--- src/hw/nvc_pkg.sv ---
// Behaviour
// - Status bits 7:2 count reprogramming cycles
// - Status bit 1 flags corrected bit failure
// - Status bit 0 ready flag, resets one
// - Host writes CRC of 0x73,0x74; device compares
// - CRC8, polynomial 0x2F, MSB first, unreflected
// - CRC starts 0xFF, result XOR 0xFF
// - Lower byte first, XOR then eight shifts
// - Restore presets after hold of four conditions
// - After restore: system reset, forced normal
// - Receive output high throughout restore
// - Clamped-bus receive output low while clamped
// - Receive output falls once power-on flag set
// - Restore also increments reprogram counter
// - Read-only variant byte at 0x7E
// - Locks block only link writes
// - Lock bits 0-2 guard 0x06-09, 0x1x, 0x2x
// - Lock bits 3-6 guard 0x3x-0x5x, 0x68-0x6F
// - Locked areas ignore writes; bit 7 reserved
// - Config bytes first; program only on match
// - Successful programming: protect cells, then reset
// - Counter saturates, never blocks programming
// - Host programs only in forced normal, ready
package nvc_pkg;
    // Device register offsets
    localparam logic [6:0] OFF_GP_FIRST = 7'h06;
    localparam logic [6:0] OFF_GP_LAST = 7'h09;
    localparam logic [6:0] OFF_LOCK = 7'h0A;
    localparam logic [6:0] OFF_STATUS = 7'h70;
    localparam logic [6:0] OFF_CFG_LO = 7'h73;
    localparam logic [6:0] OFF_CFG_HI = 7'h74;
    localparam logic [6:0] OFF_CHECK = 7'h75;
    localparam logic [6:0] OFF_VARIANT = 7'h7E;
    localparam logic [6:0] OFF_MASK_FIRST = 7'h68;
    localparam logic [6:0] OFF_MASK_LAST = 7'h6F;
    // Status fields
    localparam int STAT_COUNT_LSB = 2;
    localparam int STAT_ECC_BIT = 1;
    localparam int STAT_READY_BIT = 0;
    localparam logic READY_RST = 1'b1;
    localparam logic FORCED_NORMAL_RST = 1'b1;
    localparam logic [5:0] COUNT_MAX = 6'h3F;
    localparam int LOCK_BITS = 7;
    // Check code
    localparam logic [7:0] CRC_POLY = 8'h2F;
    localparam logic [7:0] CRC_INIT = 8'hFF;
    localparam logic [7:0] CRC_XOR = 8'hFF;
    // Timing
    localparam int CLK_PERIOD_NS = 10;
    localparam int RESTORE_HOLD_NS = 1000000;
    localparam int RESTORE_HOLD_CYC_DEF = (RESTORE_HOLD_NS + CLK_PERIOD_NS - 1) / CLK_PERIOD_NS;
    localparam int PROG_TIME_NS = 10000;
    localparam int PROG_CYC_DEF = (PROG_TIME_NS + CLK_PERIOD_NS - 1) / CLK_PERIOD_NS;
    // Host register offsets (APB byte addresses)
    localparam logic [7:0] H_OFF_CMD = 8'h00;
    localparam logic [7:0] H_OFF_STAT = 8'h04;
    localparam logic [7:0] H_OFF_CTRL = 8'h08;
    localparam logic [7:0] H_OFF_CRC = 8'h0C;
    localparam int CMD_WE_BIT = 16;
    localparam int CMD_ADDR_LSB = 8;
    localparam int STAT_BUSY_BIT = 0;
    localparam int STAT_REFUSED_BIT = 1;
    localparam int STAT_RDATA_LSB = 8;
    localparam int CTRL_FORCED_NORMAL_CONTROL_BIT = 0;
endpackage : nvc_pkg
--- src/hw/nvc_if.sv ---
`timescale 1ns/1ps
interface nvc_if;
    logic req;
    logic we;
    logic [6:0] addr;
    logic [7:0] wdata;
    logic ack;
    logic [7:0] rdata;
    logic forced_normal;
    logic prog_ready;

    modport dev (
        input req, we, addr, wdata,
        output ack, rdata, forced_normal, prog_ready
    );
    modport host (
        output req, we, addr, wdata,
        input ack, rdata, forced_normal, prog_ready
    );
endinterface : nvc_if

--- src/hw/crc8_step.sv ---
`timescale 1ns/1ps
module crc8_step
    import nvc_pkg::*;
(
    // Running value and byte
    input wire logic [7:0] i_crc,
    input wire logic [7:0] i_data,
    // Updated value
    output logic [7:0] o_crc
);
    always_comb
    begin
        o_crc = i_crc ^ i_data;
        for (int j = 0; j < 8; j++)
        begin
            if (o_crc[7])
                o_crc = {o_crc[6:0], 1'b0} ^ CRC_POLY;
            else
                o_crc = {o_crc[6:0], 1'b0};
        end
    end
endmodule : crc8_step

--- src/hw/nv_config_device.sv ---
// The implementer's own choice: the nvc_if link port.
`timescale 1ns/1ps
module nv_config_device
    import nvc_pkg::*;
#(
    parameter int RESTORE_HOLD_CYC = RESTORE_HOLD_CYC_DEF,
    parameter int PROG_CYC = PROG_CYC_DEF,
    parameter logic [7:0] VARIANT_CODE = 8'h5A, // Arbitrary value
    parameter logic [7:0] FACTORY_LO = 8'h00,
    parameter logic [7:0] FACTORY_HI = 8'h00
)
(
    // Clock and reset
    input wire logic i_clk,
    input wire logic i_rst,
    // Link to host
    nvc_if.dev link,
    // Pins seen during battery power-up
    input wire logic i_bat_powerup,
    input wire logic i_reset_pin_low_active_n,
    input wire logic i_canh_at_bat,
    input wire logic i_canl_at_gnd,
    // From cell array
    input wire logic i_ecc_corrected,
    // Pins and system signals
    output logic o_rxd,
    output logic o_clamped_bus_receive_pin,
    output logic o_sys_reset,
    output logic o_power_on_flag,
    // Cells and writes to the other register areas
    output logic [7:0] o_cell_lo,
    output logic [7:0] o_cell_hi,
    output logic o_area_wr,
    output logic [6:0] o_area_addr,
    output logic [7:0] o_area_wdata
);
    if (RESTORE_HOLD_CYC < 1 || PROG_CYC < 1)
    begin : g_bad_counts
        $error("hold and programming counts must be at least one");
    end

    typedef enum logic [1:0] {ST_IDLE, ST_HOLD, ST_PROG, ST_SYSRST} state_t;

    state_t state_r;
    logic [3:0] sync1_r;
    logic [3:0] sync2_r;
    logic [31:0] cnt_r;
    logic [LOCK_BITS-1:0] lock_r;
    logic [7:0] gp_r [4];
    logic [7:0] cfg_lo_r;
    logic [7:0] cfg_hi_r;
    logic [7:0] check_r;
    logic [5:0] count_r;
    logic ecc_r;
    logic ready_r;
    logic fnm_r;
    logic ack_r;
    logic [7:0] rdata_r;
    logic rxd_r;
    logic clamped_bus_receive_pin_r;
    logic sysrst_r;
    logic po_r;
    logic restoring_r;
    logic [7:0] cell_lo_r;
    logic [7:0] cell_hi_r;
    logic area_wr_r;
    logic [6:0] area_addr_r;
    logic [7:0] area_wdata_r;

    // Synchronised pins
    wire logic pw_s = sync2_r[0];
    wire logic rstpin_n_s = sync2_r[1];
    wire logic canh_s = sync2_r[2];
    wire logic canl_s = sync2_r[3];
    wire logic restore_cond = pw_s & ~rstpin_n_s & canh_s & canl_s;
    wire logic hold_done = cnt_r >= 32'(RESTORE_HOLD_CYC - 1);
    wire logic prog_done = cnt_r >= 32'(PROG_CYC - 1);

    // Link decode
    wire logic [6:0] a = link.addr;
    wire logic wr_go = link.req & link.we & ~ack_r;
    wire logic rd_go = link.req & ~ack_r;
    wire logic in_gp = a >= OFF_GP_FIRST && a <= OFF_GP_LAST;
    wire logic in_mask = a >= OFF_MASK_FIRST && a <= OFF_MASK_LAST;
    wire logic [2:0] hi_nib = a[6:4];
    wire logic locked = (in_gp & lock_r[0])
        | (hi_nib == 3'h1 & lock_r[1]) | (hi_nib == 3'h2 & lock_r[2])
        | (hi_nib == 3'h3 & lock_r[3]) | (hi_nib == 3'h4 & lock_r[4])
        | (hi_nib == 3'h5 & lock_r[5]) | (in_mask & lock_r[6]);
    wire logic wr_ok = wr_go & ~locked;
    wire logic wr_lock = wr_ok & (a == OFF_LOCK);
    wire logic wr_stat = wr_ok & (a == OFF_STATUS);
    wire logic wr_lo = wr_ok & (a == OFF_CFG_LO);
    wire logic wr_hi = wr_ok & (a == OFF_CFG_HI);
    wire logic wr_check = wr_ok & (a == OFF_CHECK);
    wire logic wr_local = in_gp | a == OFF_LOCK | a == OFF_STATUS | a == OFF_CFG_LO
        | a == OFF_CFG_HI | a == OFF_CHECK | a == OFF_VARIANT;
    wire logic busy = state_r != ST_IDLE;

    // Check code over the two config bytes
    logic [7:0] crc_mid;
    logic [7:0] crc_end;
    crc8_step u_crc_lo (.i_crc(CRC_INIT), .i_data(cfg_lo_r), .o_crc(crc_mid));
    crc8_step u_crc_hi (.i_crc(crc_mid), .i_data(cfg_hi_r), .o_crc(crc_end));
    wire logic [7:0] crc_final = crc_end ^ CRC_XOR;
    wire logic crc_match = link.wdata == crc_final;
    wire logic prog_start = wr_check & ready_r & ~busy & crc_match;

    wire logic [5:0] count_nxt = (count_r == COUNT_MAX) ? count_r : count_r + 6'h01;

    // Read mux
    wire logic [7:0] stat_val = {count_r, ecc_r, ready_r};
    wire logic [7:0] rd_val =
        in_gp ? gp_r[2'(a - OFF_GP_FIRST)] :
        (a == OFF_LOCK) ? {1'b0, lock_r} :
        (a == OFF_STATUS) ? stat_val :
        (a == OFF_CFG_LO) ? cfg_lo_r :
        (a == OFF_CFG_HI) ? cfg_hi_r :
        (a == OFF_CHECK) ? check_r :
        (a == OFF_VARIANT) ? VARIANT_CODE : 8'h00;

    always_ff @(posedge i_clk or posedge i_rst)
    begin
        if (i_rst)
        begin
            sync1_r <= 4'h0;
            sync2_r <= 4'h0;
        end
        else
        begin
            sync1_r <= {i_canl_at_gnd, i_canh_at_bat, i_reset_pin_low_active_n, i_bat_powerup};
            sync2_r <= sync1_r;
        end
    end

    // Link handshake and host-written registers
    always_ff @(posedge i_clk or posedge i_rst)
    begin
        if (i_rst)
        begin
            ack_r <= 1'b0;
            rdata_r <= 8'h00;
            lock_r <= '0;
            gp_r <= '{default: 8'h00};
            check_r <= 8'h00;
            area_wr_r <= 1'b0;
            area_addr_r <= 7'h00;
            area_wdata_r <= 8'h00;
        end
        else
        begin
            ack_r <= rd_go;
            if (rd_go)
                rdata_r <= rd_val;
            if (wr_lock)
                lock_r <= link.wdata[LOCK_BITS-1:0];
            if (wr_ok & in_gp)
                gp_r[2'(a - OFF_GP_FIRST)] <= link.wdata;
            if (wr_check)
                check_r <= link.wdata;
            area_wr_r <= wr_ok & ~wr_local;
            if (wr_ok & ~wr_local)
            begin
                area_addr_r <= a;
                area_wdata_r <= link.wdata;
            end
        end
    end

    // Cells, status, restore and programming sequence
    always_ff @(posedge i_clk or posedge i_rst)
    begin
        if (i_rst)
        begin
            state_r <= ST_IDLE;
            cnt_r <= 32'h0;
            cfg_lo_r <= FACTORY_LO;
            cfg_hi_r <= FACTORY_HI;
            cell_lo_r <= FACTORY_LO;
            cell_hi_r <= FACTORY_HI;
            count_r <= 6'h00;
            ecc_r <= 1'b0;
            ready_r <= READY_RST;
            fnm_r <= FORCED_NORMAL_RST;
            rxd_r <= 1'b0;
            clamped_bus_receive_pin_r <= 1'b1;
            sysrst_r <= 1'b0;
            po_r <= 1'b0;
            restoring_r <= 1'b0;
        end
        else
        begin
            sysrst_r <= 1'b0;
            clamped_bus_receive_pin_r <= ~(canh_s & canl_s);
            if (i_ecc_corrected)
                ecc_r <= 1'b1;
            else if (wr_stat & ~link.wdata[STAT_ECC_BIT])
                ecc_r <= 1'b0;
            if (wr_lo & ~busy)
                cfg_lo_r <= link.wdata;
            if (wr_hi & ~busy)
                cfg_hi_r <= link.wdata;
            if (po_r)
                rxd_r <= 1'b0;
            unique case (state_r)
                ST_IDLE:
                begin
                    cnt_r <= 32'h0;
                    if (restore_cond & ~po_r)
                    begin
                        state_r <= ST_HOLD;
                        rxd_r <= 1'b1;
                        po_r <= 1'b0;
                    end
                    else if (prog_start)
                        state_r <= ST_PROG;
                end
                ST_HOLD:
                begin
                    cnt_r <= cnt_r + 32'h1;
                    if (!restore_cond)
                    begin
                        state_r <= ST_IDLE;
                        rxd_r <= 1'b0;
                    end
                    else if (hold_done)
                    begin
                        cell_lo_r <= FACTORY_LO;
                        cell_hi_r <= FACTORY_HI;
                        cfg_lo_r <= FACTORY_LO;
                        cfg_hi_r <= FACTORY_HI;
                        ready_r <= 1'b1;
                        count_r <= count_nxt;
                        restoring_r <= 1'b1;
                        state_r <= ST_SYSRST;
                    end
                end
                ST_PROG:
                begin
                    cnt_r <= cnt_r + 32'h1;
                    if (prog_done)
                    begin
                        cell_lo_r <= cfg_lo_r;
                        cell_hi_r <= cfg_hi_r;
                        count_r <= count_nxt;
                        ready_r <= 1'b0;
                        restoring_r <= 1'b0;
                        state_r <= ST_SYSRST;
                    end
                end
                ST_SYSRST:
                begin
                    sysrst_r <= 1'b1;
                    if (restoring_r)
                    begin
                        fnm_r <= 1'b1;
                        po_r <= 1'b1;
                    end
                    state_r <= ST_IDLE;
                end
            endcase
        end
    end

    assign link.ack = ack_r;
    assign link.rdata = rdata_r;
    assign link.forced_normal = fnm_r;
    assign link.prog_ready = ready_r;
    assign o_rxd = rxd_r;
    assign o_clamped_bus_receive_pin = clamped_bus_receive_pin_r;
    assign o_sys_reset = sysrst_r;
    assign o_power_on_flag = po_r;
    assign o_cell_lo = cell_lo_r;
    assign o_cell_hi = cell_hi_r;
    assign o_area_wr = area_wr_r;
    assign o_area_addr = area_addr_r;
    assign o_area_wdata = area_wdata_r;
endmodule : nv_config_device

--- src/flat_wrapper.sv ---
// flat-port wrapper written by rule: the top's interface ports become plain ports
module nv_config_device_flat import nvc_pkg::*;
#(
    parameter int RESTORE_HOLD_CYC = RESTORE_HOLD_CYC_DEF,
    parameter int PROG_CYC = PROG_CYC_DEF,
    parameter logic [7:0] VARIANT_CODE = 8'h5A,                   
    parameter logic [7:0] FACTORY_LO = 8'h00,
    parameter logic [7:0] FACTORY_HI = 8'h00
)
  (i_clk, i_rst, i_bat_powerup, i_reset_pin_low_active_n, i_canh_at_bat, i_canl_at_gnd, i_ecc_corrected, o_rxd, o_clamped_bus_receive_pin, o_sys_reset, o_power_on_flag, o_cell_lo, o_cell_hi, o_area_wr, o_area_addr, o_area_wdata, link_req, link_we, link_addr, link_wdata, link_ack, link_rdata, link_forced_normal, link_prog_ready);
  nvc_if link_i ();
  input wire logic i_clk;
  input wire logic i_rst;
  input wire logic i_bat_powerup;
  input wire logic i_reset_pin_low_active_n;
  input wire logic i_canh_at_bat;
  input wire logic i_canl_at_gnd;
  input wire logic i_ecc_corrected;
  output logic o_rxd;
  output logic o_clamped_bus_receive_pin;
  output logic o_sys_reset;
  output logic o_power_on_flag;
  output logic [7:0] o_cell_lo;
  output logic [7:0] o_cell_hi;
  output logic o_area_wr;
  output logic [6:0] o_area_addr;
  output logic [7:0] o_area_wdata;
  input wire logic [$bits(link_i.req)-1:0] link_req;
  input wire logic [$bits(link_i.we)-1:0] link_we;
  input wire logic [$bits(link_i.addr)-1:0] link_addr;
  input wire logic [$bits(link_i.wdata)-1:0] link_wdata;
  output wire logic [$bits(link_i.ack)-1:0] link_ack;
  output wire logic [$bits(link_i.rdata)-1:0] link_rdata;
  output wire logic [$bits(link_i.forced_normal)-1:0] link_forced_normal;
  output wire logic [$bits(link_i.prog_ready)-1:0] link_prog_ready;
  assign link_i.req = link_req;
  assign link_i.we = link_we;
  assign link_i.addr = link_addr;
  assign link_i.wdata = link_wdata;
  assign link_ack = link_i.ack;
  assign link_rdata = link_i.rdata;
  assign link_forced_normal = link_i.forced_normal;
  assign link_prog_ready = link_i.prog_ready;
  nv_config_device #(.RESTORE_HOLD_CYC(RESTORE_HOLD_CYC), .PROG_CYC(PROG_CYC), .VARIANT_CODE(VARIANT_CODE), .FACTORY_LO(FACTORY_LO), .FACTORY_HI(FACTORY_HI)) u_core (.i_clk(i_clk), .i_rst(i_rst), .link(link_i), .i_bat_powerup(i_bat_powerup), .i_reset_pin_low_active_n(i_reset_pin_low_active_n), .i_canh_at_bat(i_canh_at_bat), .i_canl_at_gnd(i_canl_at_gnd), .i_ecc_corrected(i_ecc_corrected), .o_rxd(o_rxd), .o_clamped_bus_receive_pin(o_clamped_bus_receive_pin), .o_sys_reset(o_sys_reset), .o_power_on_flag(o_power_on_flag), .o_cell_lo(o_cell_lo), .o_cell_hi(o_cell_hi), .o_area_wr(o_area_wr), .o_area_addr(o_area_addr), .o_area_wdata(o_area_wdata));
endmodule
--- config.mk ---
export PLATFORM = sky130hd
export DESIGN_NAME = nv_config_device_flat
export DESIGN_NICKNAME = d
export VERILOG_FILES = /design/src/hw/nvc_pkg.sv /design/src/hw/nvc_if.sv /design/src/hw/crc8_step.sv /design/src/hw/nv_config_device.sv /design/src/flat_wrapper.sv
export SDC_FILE = /design/constraint.sdc
export NUM_CORES = 1
export LEC_CHECK = 0
export ABC_AREA = 1
export BUFFER_PORTS_ARGS = -buffer_cell sky130_fd_sc_hd__buf_2
export CORE_MARGIN = 5
export CORE_UTILIZATION = 40
export DETAILED_ROUTE_END_ITERATION = 8
export RECOVER_POWER = 25
export REMOVE_ABC_BUFFERS = 1
export SKIP_CTS_REPAIR_TIMING = 1
export SYNTH_ARGS = -nofsm -noshare
export SYNTH_HDL_FRONTEND = slang
export SYNTH_SLANG_ARGS = --single-unit
--- constraint.sdc ---
create_clock -name i_clk -period 12.4 [get_ports i_clk]
set_input_delay 1.86 -clock i_clk [delete_from_list [all_inputs] [get_ports i_clk]]
set_output_delay 1.86 -clock i_clk [all_outputs]
set_load 0.05 [all_outputs]
* After elaboration in Yosys (flattened, before gate mapping)
Cells that the tools add are included.
Cells by class: equal/unequal tests 23, add/sub/neg operators 3, multiplexer cells 69, reductions and logical operators 13, bitwise gates (word level) 69, $lt $le $gt $ge 8
Operators by type and width (number):
- two-way mux 8 bit | 21
- two-way mux 6 bit | 20
- NOT 5 bit | 16
- case mux 32 bit (2 select lines) | 1
- == test 7 bit (second input constant) | 5
- adder 32 x 1 -> 32 bit (second input constant) | 1
- bitwise mux 32 bit | 1
- >= comparator 32 x 10 -> 1 bit (second input constant) | 1
- >= comparator 32 x 17 -> 1 bit (second input constant) | 1
- case mux 8 bit (2 select lines) | 2
- AND 1 bit | 29
- binary-select mux 8 bit (select 2 bit) | 1
- demux 8 bit (select 2 bit) | 1
- NOT 8 bit | 2
- OR 1 bit | 12
- case mux 6 bit (2 select lines) | 1
- two-way mux 1 bit | 11
- two-way mux 2 bit | 5
- inequality test 2 x 1 -> 1 bit (second input constant) | 5
- nonzero test 2 bit | 5
- == test 8 bit | 1
- NOT 1 bit | 8
- case mux 2 bit (4 select lines) | 1
- bitwise XOR 8 bit | 1
- 25 further kinds | 33
Storage, ports and cells: flip-flop bits (word level) 159, output and inout bits 47, logic and storage cells 212, input port bits 24

* Logic depth before layout (Yosys ltp)
word-level depth 40, mapped depth 28, mapped depth without buffers 27

* Hierarchy
Synthesis repeated with hierarchy kept, for this count alone.
Second synthesis, totals: cells, all modules 1299, area, all modules 9445.3 µm²
By module, submodules not included:
- nv_config_device | cells an instance 1103, area each 8254.2 µm², times used 1, sequential area each 3981.3 µm²
- crc8_step | cells an instance 98, area each 595.6 µm², times used 2, sequential area each 0.0 µm²

* Worst setup path after synthesis
OpenSTA, ideal clock, no wires.
path type in2reg, from input link_req, to register u_core.gp_r[16] (netlist name), path buffers 1, slack 8.771 ns, arrival time 3.510 ns, stages 11, library setup time 0.119 ns, required time 12.281 ns, cell sequence inv_1 > nor2_4 > nand3_1 > nor3_1 > o21ai_0 > a21oi_2 > nand2_1 > nor2_1 > buf_2 > nand2_1 > o21a_1
Between the ends: cells in the longest elaborated chain, start to end 4
RTL lines:
- start, declared | RTL line flat_wrapper.sv:28 | input wire logic [$bits(link_i.req)-1:0] link_req;
- AND 1 bit (2 in series) | RTL line nv_config_device.sv:81 | wire logic wr_go = link.req & link.we & ~ack_r;
- AND 1 bit | RTL line nv_config_device.sv:90 | wire logic wr_ok = wr_go & ~locked;
- AND 1 bit | RTL line nv_config_device.sv:157 | if (wr_ok & in_gp)
- end signal, assigned by index | RTL line nv_config_device.sv:158 | gp_r[2'(a - OFF_GP_FIRST)] <= link.wdata;
- end, declared | RTL line nv_config_device.sv:49 | logic [7:0] gp_r [4];
No other way between the ends. A chain may end at the register's enable or synchronous reset.

==> impl_metrics.tcl <==
set metrics [dict create \
    final.setup.tns_ns 0 \
    fin_crit_ns 4.75 \
    vias_in_the_first_global_route 7133 \
    setup_slack_ns 7.65 \
    grt_usage_pct 19.2 \
    max_cap_viols 1 \
    postSynthAreaPerCell_um2 7.85 \
    fraction_of_layout_cells_with_a_size_suffix_above_1_pct 13.8 \
    async_reset_ff_share_pct 100 \
    crit_path_start "i_rst" \
    starting_utilization_of_the_core_area_pct 40.4 \
    ir_worst_vdd_mv 0.115 \
    rows 53 \
    num-fill-cells 2124 \
    antennaDiodeCount 0 \
    synth.ff_latch_count 159 \
    finClkSkew_ns 0.0108 \
    worstPathMaxFanout 83 \
    setup_violations 0 \
    total_of_buffers_placed_on_input_and_output_ports 69 \
    wire_length_of_the_first_global_routing_pass_um 36900 \
    synth_area_leaders "sky130_fd_sc_hd__dfrtp_1, sky130_fd_sc_hd__nand2_1, sky130_fd_sc_hd__o21ai_0" \
    avgRoutedWirePerCell_um 15.9 \
    tritoncts "yes" \
    netlist_instances 1078 \
    worst_setup_path_start_kind "input pin" \
    ys.warnings.count 0 \
    worst_slew_slack_as_a_fraction_of_its_limit_pct -154 \
    routed_wl_um 22800 \
    synthDistinctLibCells 49 \
    ctsRootBufferMaster "sky130_fd_sc_hd__clkbuf_16" \
    dominantRegCellSynth "sky130_fd_sc_hd__dfrtp_1" \
    die_extent_in_x_um 155 \
    grt_max_degree 84 \
    die_h_um 155 \
    final_cell_mix "sky130_fd_sc_hd__nand2_1, sky130_fd_sc_hd__dfrtp_1, sky130_fd_sc_hd__inv_1" \
    finalCoreUtilization_pct 46.0 \
    hold_ws_ns 0.349 \
    sequential_fraction_of_the_synthesis_area_pct 47.1 \
    core-area_um2 21000 \
    period_share_pct 38.3 \
    number_of_enable_type_register_cells_in_the_synthesized_netlist 0 \
    timing_worst_slew_pin_value_ns 3.78 \
    criticalPathCategory "in -> async" \
    area.growth.synth_to_final_pct 13.9 \
    max_freq_ghz 0.210 \
    cp.arrival_ns 5.17 \
    detail_route.first_pass.iterations 5 \
    drt_first_iter_violations 532 \
    timing.critical_path.cells "buf_2, clkinvlp_2, buf_4" \
    powerDensity_nw_per_um2 208 \
    r2r-start "u_core.link.ack$_DFF_PP0_" \
    endpoint_kind "async pin" \
    final_antenna_net_count 0 \
    dp_worst_slack_ns 7.77 \
    critical_path.n_buffers_inverters 3 \
    run_status "finished, violations left" \
    slew_viol_final 84 \
    finalNetCount 1179 \
    grt_antenna_before_repair 0 \
    hp-class "reg -> reg" \
    rsz0062_at_grt "no" \
    top_delay_family_on_crit_path "buffers and inverters" \
    cts_buffers 17 \
    clock_sink_count 159 \
    top_level_ports 71 \
    overflow 0 \
    fin_total_pwr_mw 2.00 \
    vias 7508 \
    timing.final.hold_violations 0 \
    netlist_area_um2 8460 \
    most_common_cell_after_layout_fill_and_taps_aside "sky130_fd_sc_hd__nand2_1" \
    routed_via_density 5.23 \
    cp_slowest_stage_delay_ns 2.10 \
    gpl.final_weighted_congestion 0.908 \
    htree_levels 4 \
    dominant_cell_type_by_area_after_synthesis "sky130_fd_sc_hd__dfrtp_1" \
    post_synth_top_area_share_pct 46.4 \
    slowest_stage_cell_cp "sky130_fd_sc_hd__clkinvlp_2" \
    cts_max_path_buffers 2 \
    timing.critical_path.required_ns 12.82 \
    leakage_power_nw 4.68 \
    drc_errors 0 \
    failed_checks "max-capacitance violations, max-slew violations" \
    worst_skew_pair.late_latency_ns 0.43 \
    min_from "u_core.sync1_r[2]$_DFF_PP0_" \
    clkSlewWorstSetupHoldPaths_ns 0.06 \
    die_area_um2 24200 \
    dp_hpwl_um 16900 \
]
[cell type report]
class | count | area (µm²) | share of cell area, %
Sequential cell | 159 | 3980 | 41.3
Multi-Input combinational cell | 750 | 3810 | 39.5
Inverter | 149 | 563 | 5.84
Clock buffer | 20 | 467 | 4.84
Timing Repair Buffer | 70 | 353 | 3.66
Tap cell | 275 | 344 | 3.57
Clock inverter | 12 | 119 | 1.23
[layer usage]
metal | share of wire, % | track usage [%]
met4 | 1.5 | 5.84
met5 | 0 | 0
met3 | 4.8 | 3.56
met2 | 46 | 30.0
met1 | 48 | 27.4
[stage by stage]
step / area, µm² / cells
5_1_grt: 9640 / 1435
6_report: 9640 / 1435
2_1_floorplan: 8360 / 1058
3_5_place_dp: 9060 / 1403
4_1_cts: 9650 / 1435
3_3_place_gp: 9060 / 1403
[flip-flops by register name, indices dropped and copies added (netlist names), 2 cells and up]
signal and flops:
u_core.state_r 2, u_core.link.rdata 8, u_core.o_cell_lo 8, u_core.gp_r 32, u_core.o_cell_hi 8, u_core.sync1_r 4
u_core.o_area_addr 7, u_core.cnt_r 32, u_core.lock_r 7, u_core.o_area_wdata 8, u_core.cfg_lo_r 8, u_core.sync2_r 4
u_core.count_r 6, u_core.check_r 8, u_core.cfg_hi_r 8
[kinds of logic after synthesis]
family	count (synthesis)	share of synthesized area [%]
other cells	1	0.0443
fa+ha+maj	8	1.18
buf+inv	169	7.85
compound gates	255	17.4
flops	159	47.1
simple gates	468	24.4
mux	6	0.799
xor+xnor	12	1.24
[cell usage after synthesis, types with 12 or more instances]
cell / n
sky130_fd_sc_hd__nor2_1: 57
sky130_fd_sc_hd__nand2_2: 21
sky130_fd_sc_hd__a21oi_1: 59
sky130_fd_sc_hd__nor3_1: 25
sky130_fd_sc_hd__inv_1: 132
sky130_fd_sc_hd__nand4_1: 12
sky130_fd_sc_hd__dfrtp_1: 157
sky130_fd_sc_hd__o21ai_0: 124
sky130_fd_sc_hd__inv_2: 13
sky130_fd_sc_hd__o21a_1: 31
sky130_fd_sc_hd__nand3_1: 76
sky130_fd_sc_hd__nand2_1: 258
[power by group]
part           internal, mW  switching, mW
logic                 0.239          0.580
registers             0.606         0.0520
clock network         0.297          0.226
[worst register-to-register path, cell delays in order (launching register included)]
cell and delay, ns:
sky130_fd_sc_hd__dfrtp_1 0.41, sky130_fd_sc_hd__nor2_1 0.63, sky130_fd_sc_hd__nand3_1 0.15, sky130_fd_sc_hd__nor3_1 0.16
sky130_fd_sc_hd__o21ai_0 0.22, sky130_fd_sc_hd__a21oi_2 0.33, sky130_fd_sc_hd__nand2_1 0.19, sky130_fd_sc_hd__nor2_1 0.76
sky130_fd_sc_hd__nand2_1 0.14, sky130_fd_sc_hd__o21a_1 0.15
[final timing paths]
check / cells past startpoint / to / slack (ns)
max reg2reg: 9 / u_core.gp_r[30]$_DFFE_PP0P_ / 9.16
max: 3 / u_core.count_r[4]$_DFFE_PP0P_ / 7.65
min in group asynchronous: 2 / u_core.o_area_wr$_DFF_PP0_ / 2.54
min: 0 / u_core.sync2_r[2]$_DFF_PP0_ / 0.35
min reg2reg: 0 / u_core.sync2_r[2]$_DFF_PP0_ / 0.35
max in group i_clk: 11 / u_core.gp_r[30]$_DFFE_PP0P_ / 8.04
Note: power is estimated with default switching activity, not from simulation.
